### src/design/fspa_pkg.sv
// Shared constants for the flash self-program addressing pair
package fspa_pkg;
   // Bus widths
   localparam int PTR_W = 16;
   localparam int BYTE_W = 8;
   localparam int WORD_W = 16;
   localparam int CMD_W = 5;
   // Default page geometry: words per page as log2
   localparam int PAGE_WORD_W = 4;
   // Control register field positions
   localparam int CB_EN = 0;
   localparam int CB_ERASE = 1;
   localparam int CB_WRITE = 2;
   localparam int CB_FUSE_LOCK_READ_BIT = 3;
   localparam int CB_CLRBUF = 4;
   // Idle value and accepted command codes in the low five control bits
   localparam logic [4:0] CMD_NONE = 5'h00;
   localparam logic [4:0] CMD_LOAD = 5'h01;
   localparam logic [4:0] CMD_ERASE = 5'h03;
   localparam logic [4:0] CMD_WRITE = 5'h05;
   localparam logic [4:0] CMD_READ = 5'h09;
   localparam logic [4:0] CMD_CLRBUF = 5'h11;
   localparam logic [7:0] CTRL_RESET = 8'h00;
   // Windows after a control write, in CPU cycles
   localparam logic [2:0] STORE_WIN = 3'h4;
   localparam logic [2:0] LOAD_WIN = 3'h3;
   // Pointer values that select fuse and lock bytes
   localparam logic [15:0] ADDR_FUSE_LOW = 16'h0000;
   localparam logic [15:0] ADDR_LOCK = 16'h0001;
   localparam logic [15:0] ADDR_FUSE_HIGH = 16'h0003;
   // Unused lock bits and unmapped fuse reads show unprogrammed
   localparam logic [5:0] LOCK_PAD = 6'h3f;
   localparam logic [7:0] FUSE_NONE = 8'hff;
   // Flash operation time window
   localparam int CLK_PERIOD_NS = 10;
   localparam int OP_MIN_US = 3700;
   localparam int OP_MAX_US = 4500;
   localparam int OP_MIN_CYC = (OP_MIN_US * 1000 + CLK_PERIOD_NS - 1)
                               / CLK_PERIOD_NS;
   localparam int OP_MAX_CYC = (OP_MAX_US * 1000) / CLK_PERIOD_NS;
   localparam int OP_CYCLES = (OP_MIN_CYC + OP_MAX_CYC) / 2;
   localparam int OP_CNT_W = 20;
   // Host request codes
   localparam logic [2:0] OP_BUF_LOAD = 3'h0;
   localparam logic [2:0] OP_ERASE = 3'h1;
   localparam logic [2:0] OP_WRITE = 3'h2;
   localparam logic [2:0] OP_PROGRAM = 3'h3;
   localparam logic [2:0] OP_FUSE = 3'h4;
   localparam logic [2:0] OP_READ = 3'h5;
   localparam logic [2:0] OP_CLRBUF = 3'h6;
endpackage

### src/design/fspa_if.sv
// Interface between CPU core and self-program unit
`timescale 1ns/10ps
interface fspa_if;
   logic ctrl_wr;
   logic [7:0] ctrl_wdata;
   logic [7:0] ctrl_rdata;
   logic [15:0] ptr;
   logic [15:0] store_data;
   logic store_req;
   logic load_req;
   logic load_valid;
   logic [7:0] load_data;
   logic cpu_stall;
   logic eeprom_flag;

   modport dev (
      input ctrl_wr, ctrl_wdata, ptr, store_data, store_req, load_req,
      output ctrl_rdata, load_valid, load_data, cpu_stall, eeprom_flag
   );
   modport cpu (
      output ctrl_wr, ctrl_wdata, ptr, store_data, store_req, load_req,
      input ctrl_rdata, load_valid, load_data, cpu_stall, eeprom_flag
   );
endinterface

### src/design/fspa_device.sv
// Flash self-program addressing, timing and fuse readback unit
// Behaviour
// - Address comes from sixteen-bit pointer pair
// - Low bits word index, high bits page
// - Software uses same page for erase, write
// - Load reads bytes; pointer bit zero selects
// - EEPROM write blocks commands and fuse reads
// - Software polls EEPROM flag before control write
// - Pointer one in window returns lock bits
// - Read bits clear on read or timeout
// - Closed window gives ordinary flash byte read
// - Pointer zero in window returns low fuse
// - Pointer three in window returns high fuse
// - Programmed bits read zero, unprogrammed one
// - Running write survives core reset
// - Firmware may sleep core at low supply
// - Erase or write lasts 3.7 to 4.5 ms
// - CPU stalled during erase and write
// - Store enable lasts four cycles only
`timescale 1ns/10ps
module fspa_device
#(
   parameter int PAGE_WORD_W = fspa_pkg::PAGE_WORD_W,
   parameter int OP_CYCLES = fspa_pkg::OP_CYCLES
)
(
   input wire logic ref_clk,
   input wire logic nrst,
   fspa_if.dev bus,
   input wire logic core_rst_n,
   input wire logic eeprom_busy,
   input wire logic [7:0] fuse_low_prog,
   input wire logic [7:0] fuse_high_prog,
   input wire logic [1:0] lock_prog,
   output logic [fspa_pkg::PTR_W-2:0] flash_word_addr,
   input wire logic [fspa_pkg::WORD_W-1:0] flash_rdata,
   output logic buf_wr,
   output logic buf_clr,
   output logic [PAGE_WORD_W-1:0] buf_word,
   output logic [fspa_pkg::WORD_W-1:0] buf_data,
   output logic page_erase,
   output logic page_write,
   output logic [fspa_pkg::PTR_W-PAGE_WORD_W-2:0] page_index,
   output logic op_busy,
   output logic op_done
);
   import fspa_pkg::*;

   localparam int PAGE_W = PTR_W - PAGE_WORD_W - 1;
   localparam logic [OP_CNT_W-1:0] OP_LAST = OP_CNT_W'(OP_CYCLES - 1);

   logic [4:0] cmd;
   logic [2:0] win_cnt;
   logic [OP_CNT_W-1:0] op_cnt;
   logic legal;
   logic accept_wr;
   logic store_ok;
   logic fuse_rd;
   logic long_op;
   logic op_end;
   logic [PAGE_WORD_W-1:0] word_idx;
   logic [PAGE_W-1:0] page_idx;
   logic [7:0] fuse_byte;
   logic [7:0] flash_byte;

   // Only the listed codes take effect; others are dropped
   always_comb
   begin
      case (bus.ctrl_wdata[4:0])
         CMD_LOAD, CMD_ERASE, CMD_WRITE, CMD_READ, CMD_CLRBUF:
            legal = 1'b1;
         default: legal = 1'b0;
      endcase
   end

   assign accept_wr = bus.ctrl_wr && legal && !eeprom_busy && !op_busy;

   assign store_ok = bus.store_req && (win_cnt != 3'h0)
                     && (cmd != CMD_NONE) && (cmd != CMD_READ)
                     && !eeprom_busy && !op_busy;

   // fuse read refused while eeprom busy
   assign fuse_rd = bus.load_req && (cmd == CMD_READ)
                    && (win_cnt != 3'h0) && !eeprom_busy;

   assign long_op = (cmd == CMD_ERASE) || (cmd == CMD_WRITE);
   // Last busy cycle; enable drops together with busy
   assign op_end = op_busy && (op_cnt == '0);

   assign word_idx = bus.ptr[PAGE_WORD_W:1];
   assign page_idx = bus.ptr[PTR_W-1:PAGE_WORD_W+1];
   assign flash_word_addr = bus.ptr[PTR_W-1:1];

   always_comb
   begin
      case (bus.ptr)
         ADDR_LOCK: fuse_byte = {LOCK_PAD, ~lock_prog};
         ADDR_FUSE_LOW: fuse_byte = ~fuse_low_prog;
         ADDR_FUSE_HIGH: fuse_byte = ~fuse_high_prog;
         default: fuse_byte = FUSE_NONE;
      endcase
   end

   assign flash_byte = bus.ptr[0] ? flash_rdata[15:8] : flash_rdata[7:0];

   assign bus.cpu_stall = op_busy;

   // Enable stays visible until a long operation ends
   assign bus.ctrl_rdata = {3'h0, cmd[4:1], cmd[CB_EN] | op_busy};

   // Command latch and its expiry window
   always_ff @(posedge ref_clk or negedge nrst)
   begin
      if (!nrst)
      begin
         cmd <= CMD_NONE;
         win_cnt <= 3'h0;
      end
      else if (!core_rst_n)
      begin
         // A long op keeps its own state through core reset
         cmd <= (op_busy && !op_end) ? cmd : CMD_NONE;
         win_cnt <= 3'h0;
      end
      else if (accept_wr)
      begin
         cmd <= bus.ctrl_wdata[4:0];
         win_cnt <= (bus.ctrl_wdata[4:0] == CMD_READ) ? LOAD_WIN
                                                      : STORE_WIN;
      end
      else if (store_ok)
      begin
         cmd <= long_op ? cmd : CMD_NONE;
         win_cnt <= 3'h0;
      end
      else if (fuse_rd)
      begin
         cmd <= CMD_NONE;
         win_cnt <= 3'h0;
      end
      else if (op_end)
         cmd <= CMD_NONE;
      else if ((win_cnt == 3'h1) && !op_busy)
      begin
         cmd <= CMD_NONE;
         win_cnt <= 3'h0;
      end
      else if (win_cnt != 3'h0)
         win_cnt <= win_cnt - 3'h1;
   end

   // Erase and write timer; core reset does not touch it
   // Timing is from the system clock, a fixed count of OP_CYCLES cycles
   always_ff @(posedge ref_clk or negedge nrst)
   begin
      if (!nrst)
      begin
         op_busy <= 1'b0;
         op_cnt <= '0;
         op_done <= 1'b0;
         page_erase <= 1'b0;
         page_write <= 1'b0;
         page_index <= '0;
      end
      else
      begin
         op_done <= 1'b0;
         if (store_ok && long_op)
         begin
            op_busy <= 1'b1;
            op_cnt <= OP_LAST;
            page_erase <= (cmd == CMD_ERASE);
            page_write <= (cmd == CMD_WRITE);
            page_index <= page_idx;
         end
         else if (op_busy)
         begin
            if (op_cnt == '0)
            begin
               op_busy <= 1'b0;
               op_done <= 1'b1;
               page_erase <= 1'b0;
               page_write <= 1'b0;
            end
            else
               op_cnt <= op_cnt - 1'b1;
         end
      end
   end

   // Page buffer strobes, one cycle each
   always_ff @(posedge ref_clk or negedge nrst)
   begin
      if (!nrst)
      begin
         buf_wr <= 1'b0;
         buf_clr <= 1'b0;
         buf_word <= '0;
         buf_data <= 16'h0000;
      end
      else
      begin
         buf_wr <= store_ok && (cmd == CMD_LOAD);
         buf_clr <= store_ok && (cmd == CMD_CLRBUF);
         if (store_ok && (cmd == CMD_LOAD))
         begin
            buf_word <= word_idx;
            buf_data <= bus.store_data;
         end
      end
   end

   // Load answer one cycle after the request
   always_ff @(posedge ref_clk or negedge nrst)
   begin
      if (!nrst)
      begin
         bus.load_valid <= 1'b0;
         bus.load_data <= 8'h00;
         bus.eeprom_flag <= 1'b0;
      end
      else
      begin
         bus.eeprom_flag <= eeprom_busy;
         bus.load_valid <= bus.load_req;
         if (bus.load_req)
            bus.load_data <= fuse_rd ? fuse_byte : flash_byte;
      end
   end
endmodule

### src/flat_wrapper.sv
// flat-port wrapper written by rule: the top's interface ports become plain ports
module fspa_device_flat import fspa_pkg::*;
#(
   parameter int PAGE_WORD_W = fspa_pkg::PAGE_WORD_W,
   parameter int OP_CYCLES = fspa_pkg::OP_CYCLES
)
  (ref_clk, nrst, core_rst_n, eeprom_busy, fuse_low_prog, fuse_high_prog, lock_prog, flash_word_addr, flash_rdata, buf_wr, buf_clr, buf_word, buf_data, page_erase, page_write, page_index, op_busy, op_done, bus_ctrl_wr, bus_ctrl_wdata, bus_ptr, bus_store_data, bus_store_req, bus_load_req, bus_ctrl_rdata, bus_load_valid, bus_load_data, bus_cpu_stall, bus_eeprom_flag);
  fspa_if bus_i ();
  input wire logic ref_clk;
  input wire logic nrst;
  input wire logic core_rst_n;
  input wire logic eeprom_busy;
  input wire logic [7:0] fuse_low_prog;
  input wire logic [7:0] fuse_high_prog;
  input wire logic [1:0] lock_prog;
  output logic [fspa_pkg::PTR_W-2:0] flash_word_addr;
  input wire logic [fspa_pkg::WORD_W-1:0] flash_rdata;
  output logic buf_wr;
  output logic buf_clr;
  output logic [PAGE_WORD_W-1:0] buf_word;
  output logic [fspa_pkg::WORD_W-1:0] buf_data;
  output logic page_erase;
  output logic page_write;
  output logic [fspa_pkg::PTR_W-PAGE_WORD_W-2:0] page_index;
  output logic op_busy;
  output logic op_done;
  input wire logic [$bits(bus_i.ctrl_wr)-1:0] bus_ctrl_wr;
  input wire logic [$bits(bus_i.ctrl_wdata)-1:0] bus_ctrl_wdata;
  input wire logic [$bits(bus_i.ptr)-1:0] bus_ptr;
  input wire logic [$bits(bus_i.store_data)-1:0] bus_store_data;
  input wire logic [$bits(bus_i.store_req)-1:0] bus_store_req;
  input wire logic [$bits(bus_i.load_req)-1:0] bus_load_req;
  output wire logic [$bits(bus_i.ctrl_rdata)-1:0] bus_ctrl_rdata;
  output wire logic [$bits(bus_i.load_valid)-1:0] bus_load_valid;
  output wire logic [$bits(bus_i.load_data)-1:0] bus_load_data;
  output wire logic [$bits(bus_i.cpu_stall)-1:0] bus_cpu_stall;
  output wire logic [$bits(bus_i.eeprom_flag)-1:0] bus_eeprom_flag;
  assign bus_i.ctrl_wr = bus_ctrl_wr;
  assign bus_i.ctrl_wdata = bus_ctrl_wdata;
  assign bus_i.ptr = bus_ptr;
  assign bus_i.store_data = bus_store_data;
  assign bus_i.store_req = bus_store_req;
  assign bus_i.load_req = bus_load_req;
  assign bus_ctrl_rdata = bus_i.ctrl_rdata;
  assign bus_load_valid = bus_i.load_valid;
  assign bus_load_data = bus_i.load_data;
  assign bus_cpu_stall = bus_i.cpu_stall;
  assign bus_eeprom_flag = bus_i.eeprom_flag;
  fspa_device #(.PAGE_WORD_W(PAGE_WORD_W), .OP_CYCLES(OP_CYCLES)) u_core (.ref_clk(ref_clk), .nrst(nrst), .bus(bus_i), .core_rst_n(core_rst_n), .eeprom_busy(eeprom_busy), .fuse_low_prog(fuse_low_prog), .fuse_high_prog(fuse_high_prog), .lock_prog(lock_prog), .flash_word_addr(flash_word_addr), .flash_rdata(flash_rdata), .buf_wr(buf_wr), .buf_clr(buf_clr), .buf_word(buf_word), .buf_data(buf_data), .page_erase(page_erase), .page_write(page_write), .page_index(page_index), .op_busy(op_busy), .op_done(op_done));
endmodule
### config.mk
export PLATFORM = sky130hd
export DESIGN_NAME = fspa_device_flat
export DESIGN_NICKNAME = d
export VERILOG_FILES = /design/src/design/fspa_pkg.sv /design/src/design/fspa_if.sv /design/src/design/fspa_device.sv /design/src/flat_wrapper.sv
export SDC_FILE = /design/constraint.sdc
export NUM_CORES = 1
export LEC_CHECK = 0
export ABC_AREA = 1
export ABC_CLOCK_PERIOD_IN_PS = 1700
export BUFFER_PORTS_ARGS = -buffer_cell sky130_fd_sc_hd__clkbuf_2
export CORE_MARGIN = 4
export CORE_UTILIZATION = 30
export CTS_CLUSTER_DIAMETER = 100
export CTS_CLUSTER_SIZE = 10
export DETAILED_ROUTE_END_ITERATION = 8
export PLACE_DENSITY = 0.52
export SYNTH_ARGS = -nofsm -noshare
export SYNTH_HDL_FRONTEND = slang
export SYNTH_SLANG_ARGS = --single-unit
export TNS_END_PERCENT = 30
### constraint.sdc
create_clock -name ref_clk -period 1.7 [get_ports ref_clk]
set_clock_uncertainty 0.15 [all_clocks]
set_input_delay 0.34 -clock ref_clk [delete_from_list [all_inputs] [get_ports ref_clk]]
set_output_delay 0.34 -clock ref_clk [all_outputs]
set_load 0.02 [all_outputs]
After elaboration in Yosys (flattened, before gate mapping):

Index checks and enable logic that the tools add are counted.

* multiplexer cells: 33
* equal/unequal tests: 20
* reductions and logical operators: 32
* bitwise operators: 4
* $add $sub $neg: 2

Operator list (count)
* 20-bit 2-to-1 mux: 3
* 5-bit 2-to-1 mux: 8
* 3-bit 2-to-1 mux: 8
* 8-bit one-hot mux with 3 select lines: 1
* 20-bit zero test: 1
* 20-bit by 1-bit subtractor with 20-bit output (second input constant): 1
* 1-bit logical AND: 17
* 16-bit by 1-bit equality test with 1-bit output (second input constant): 1
* 16-bit by 2-bit equality test with 1-bit output (second input constant): 1
* 16-bit zero test: 1
* 8-bit 2-to-1 mux: 2
* 8-bit NOT: 2
* 6-bit by 1-bit != test with 1-bit output (second input constant): 2
* 1-bit 2-to-1 mux: 11
* 5-bit by 1-bit equality test with 1-bit output (second input constant): 2
* 5-bit by 2-bit equality test with 1-bit output (second input constant): 2
* 5-bit by 3-bit equality test with 1-bit output (second input constant): 2
* 5-bit by 4-bit equality test with 1-bit output (second input constant): 2
* 5-bit equality test (second input constant): 2
* 2-bit AND reduction: 3
* 5-bit by 2-bit != test with 1-bit output (second input constant): 1
* 5-bit by 4-bit != test with 1-bit output (second input constant): 1
* 5-bit nonzero test: 1
* 5-bit OR reduction: 1
* 11 further kinds: 15

* output and inout port bits: 71
* register bits after elaboration: 75

Depth between registers and ports, before layout:

* depth after elaboration: 9
* gate-level depth with buffers: 13

Worst setup path before layout:

Ideal clock, no wire load.

* kind: reg-to-reg
* start point: reg u_core.win_cnt[0]
* end point: reg u_core.buf_data[10] (netlist bit)
* cell stages (with the launch flop): 11
* required time: 1.485 ns
* setup time: 0.065 ns
* period minus slack after synthesis: 1.736 ns
* data arrival time: 1.521 ns
* path buffers: 1
* slack: -0.036 ns
* path through: dfrtp_1 -> inv_1 -> ha_1 -> nand2_1 -> nand3_2 -> nor2_8 -> inv_2 -> nor3_4 -> buf_6 -> nand2_2 -> nand2_1

* longest elaborated chain between the ends: 7

RTL lines
* start: declaration: line fspa_device.sv:53 `logic [2:0] win_cnt;`
* start signal: assignment: line fspa_device.sv:128 `win_cnt <= (bus.ctrl_wdata[4:0] == CMD_READ) ? LOAD_WIN`
* start signal: assignment: line fspa_device.sv:149 `win_cnt <= win_cnt - 3'h1;`
* 3-bit nonzero test: line fspa_device.sv:78 `assign store_ok = bus.store_req && (win_cnt != 3'h0)`
* 1-bit logical AND: line fspa_device.sv:78
* 1-bit logical AND (2 in series): line fspa_device.sv:79 `&& (cmd != CMD_NONE) && (cmd != CMD_READ)`
* 1-bit logical AND (2 in series): line fspa_device.sv:80 `&& !eeprom_busy && !op_busy;`
* 1-bit logical AND: line fspa_device.sv:205 `if (store_ok && (cmd == CMD_LOAD))`
* end signal: assignment: line fspa_device.sv:208 `buf_data <= bus.store_data;`
* end: declaration: line fspa_device.sv:40 `output logic [fspa_pkg::WORD_W-1:0] buf_data,`

Every way passes these cells.
A chain may end at the register's enable or synchronous reset.

Worst setup path after layout:

* start point: reg u_core.win_cnt[1]
* end point: reg u_core.win_cnt[0]

* longest elaborated chain between the ends: 9

RTL lines
* branches (longest 9 deep; another with 3-bit by 1-bit equality test with 1-bit output)

Parallel ways; which one is timed is not known. The select of a mux whose other input is x is not followed.

==> results.yml <==
critical_path:
  crit_type: "flop to flop"
  critPathLaunchType: "flop"
  critPathRequiredTime_ns: 1.77
  cp.arrival_ns: 1.85
  critPathCaptureType: "flop"
  cp_max_fo: 4
synthesis:
  synth-simple-area-share_pct: 34.4
  avgSynthCellArea_um2: 7.42
  synth-adder-area-share_pct: 1.46
  synth_top_family_by_area: "simple AND/OR/NAND/NOR gates"
  synth.cell_area_mm2: 0.00429
  seq_area_frac_synth_pct: 43.7
  synth-seq-cells: 75
  synth_xor_area_share_pct: 2.45
  synthCells: 578
  synthMuxAreaShare_pct: 0
  synth-compound-area-share_pct: 7.23
  yosysWarningCount: 0
  synth.distinct_cells: 31
run_status:
  run_status: "finished with violations"
  violations: "setup timing"
grt:
  top_usage_layer: "met2"
  gr-total-overflow: 0
  grt_pass1_vias: 4445
  met2_usage_pct: 27.0
  use_met1_pct: 19.8
  grt.met3_usage_pct: 3.09
  grtUsageTotal_pct: 15.9
  grt_pass1_wl_mm: 20.8
  antenna_found_initial: 0
  grt_max_degree: 33
sta:
  hold_violations: 0
  fin_ws_ns: -0.0726
  post-route-period-util_pct: 104
  max_freq_mhz: 564
  maxSlewViolCount: 0
  rsz0062_at_grt: "true"
  setup_viol: 28
  tns_ns: -0.785
  min_period_ns: 1.77
finish:
  drive_above_1_share_pct: 43.0
  layout_commonest_cell: "nand2_1"
  fin_area_mm2: 0.00638
  final_cell_mix: "nand2_1, clkbuf_2, buf_4"
  area_delta_synth_final_pct: 48.8
  fill_cells: 1368
  nets: 879
  diodes: 0
clock_network:
  cts-htree-levels: 3
  cts_tree: "done"
  cts.sink_count: 75
  clockRootBuffer: "clkbuf_16"
  clockBufferDepth: 2
  path_clk_slew_ns: 0.06
  cts_buffers: 9
  clk_latency_ns: 0.34
floorplanning:
  rows: 43
  dieArea_mm2: 0.0163
  core_mm2: 0.0139
  io_pins: 152
  dieHeight_um: 128
  initial_core_util_pct: 30.8
  chipWidth_um: 128
routing:
  drcViolationCount: 0
  avgViaCountPerCell: 4.49
  ant_nets: 0
  vias: 4388
  routed_wl_mm: 12.8
  drt-pass1-iter-count: 4
  wl_per_cell_um: 13.1
  dr.first_iter.drc_count: 194
pwr:
  p_leak_nw: 3.39
  ir_worst_vdd_v: 0.000462
  p_per_area_mw_per_mm2: 746
placed_design:
  placed_area_mm2: 0.00572
  dpl.hpwl_mm: 10.2
  routabilityCongestion: 0.928
  portBuffers: 145
job:
  max_cap_violations: 0
worst_hold_path:
  hold_path_class: "input pin to flop"
## cell usage after synthesis (all sizes together)
| master | n | area, um^2 |
|---|---|---|
| and2 | 1 | 6.26 |
| ha | 5 | 62.6 |
| buf | 32 | 235 |
| nor3 | 12 | 71.3 |
| xnor2 | 2 | 17.5 |
| o21ai | 37 | 185 |
| inv | 57 | 214 |
| clkbuf | 2 | 7.51 |
| nand3 | 27 | 145 |
| dfrtp | 75 | 1880 |
| o211ai | 9 | 67.6 |
| nand3b | 9 | 67.6 |
| a21oi | 10 | 50.1 |
| o31ai | 1 | 7.51 |
| nand2 | 199 | 777 |
| nand4 | 10 | 62.6 |
| nor2 | 77 | 333 |
| conb | 1 | 3.75 |
| xor2 | 10 | 87.6 |
| nor4 | 1 | 6.26 |
| nor3b | 1 | 7.51 |
## cells by family after synthesis
logic type,after synthesis
compound gates,57
xor+xnor,12
fa+ha+maj,5
buf+inv,91
flops,75
other cells,1
simple gates,337
## critical path, cell delays in order, from the launching register on
cell and delay [ns]:
dfrtp_1 0.36, inv_2 0.06, ha_4 0.17, inv_2 0.06, nor2_4 0.03, nor3_2 0.14, nand2_1 0.10, buf_4 0.15
nand2_1 0.05, nor2_1 0.05, nor2_2 0.16, inv_2 0.07, nand2_1 0.06, nand2_1 0.05
## flip-flops by register name, indices dropped and copies added, names as in the netlist, 3 cells and up
signal,count
u_core.bus.load_data,8
u_core.page_index,11
u_core.op_cnt,20
u_core.cmd,5
u_core.buf_data,16
u_core.buf_word,4
u_core.win_cnt,3
## per-stage QoR
step / power (mW) / hold WS (ns) / cells / setup WS, ns / util [%]
floorplan: 2.30 / -0.106 / 580 / 0.00562 / -
global placement: 2.62 / 0.137 / 955 / -0.136 / 41.0
detailed placement: 2.65 / 0.134 / 955 / -0.172 / 41.0
CTS: 4.77 / 0.0323 / 974 / -0.0509 / 44.3
global route: 4.99 / 0.0497 / 978 / -0.180 / 45.8
finish: 4.76 / 0.0475 / 978 / -0.0726 / 45.8
## where the power goes
| group | switching (mW) | internal (mW) | total [mW] | leakage (nW) |
|---|---|---|---|---|
| Clock | 0.743 | 1.33 | 2.07 | 0.157 |
| Combinational | 0.434 | 0.380 | 0.814 | 2.26 |
| Sequential | 0.0418 | 1.84 | 1.88 | 0.970 |
## final cells by class
class                      count  area (um^2)  area share (%)
multi-input combinational    414         2230            34.9
sequential                    75         1880            29.4
timing repair buffer         236         1510            23.6
clock buffer                  12          246            3.86
inverter                      57          226            3.55
tap                          180          225            3.53
clock inverter                 4         73.8            1.16
## final timing paths
path	from	end	slack, ns	cells past startpoint
setup / recovery	u_core.win_cnt[1]	u_core.win_cnt[0]	-0.07	13
hold / removal	bus_store_data[0]	u_core.buf_data[0]	0.05	3
setup reg to reg	u_core.win_cnt[1]	u_core.win_cnt[0]	-0.07	13
hold reg to reg	u_core.buf_data[2]	u_core.buf_data[2]	0.33	2
max in group asynchronous	nrst	u_core.bus.load_data[7]	0.59	3
min in group asynchronous	nrst	u_core.op_cnt[17]	0.32	2
## per-layer routing
metal | share of wire (%) | vias to the layer above
li1 | - | 2232
met1 | 44 | 2019
met2 | 49 | 121
met3 | 5.3 | 16
met4 | 1.9 | 0
met5 | 0 | -
## what timing repair did
action,4_1_cts,5_1_grt
hold buffers,1,0
pin swaps,8,18
endpoints found under the hold margin,22,0
gates resized for setup,40,52
buffers inserted,2,4
endpoints found under the setup margin,65,70
Note: power is estimated with default switching activity, not from simulation.
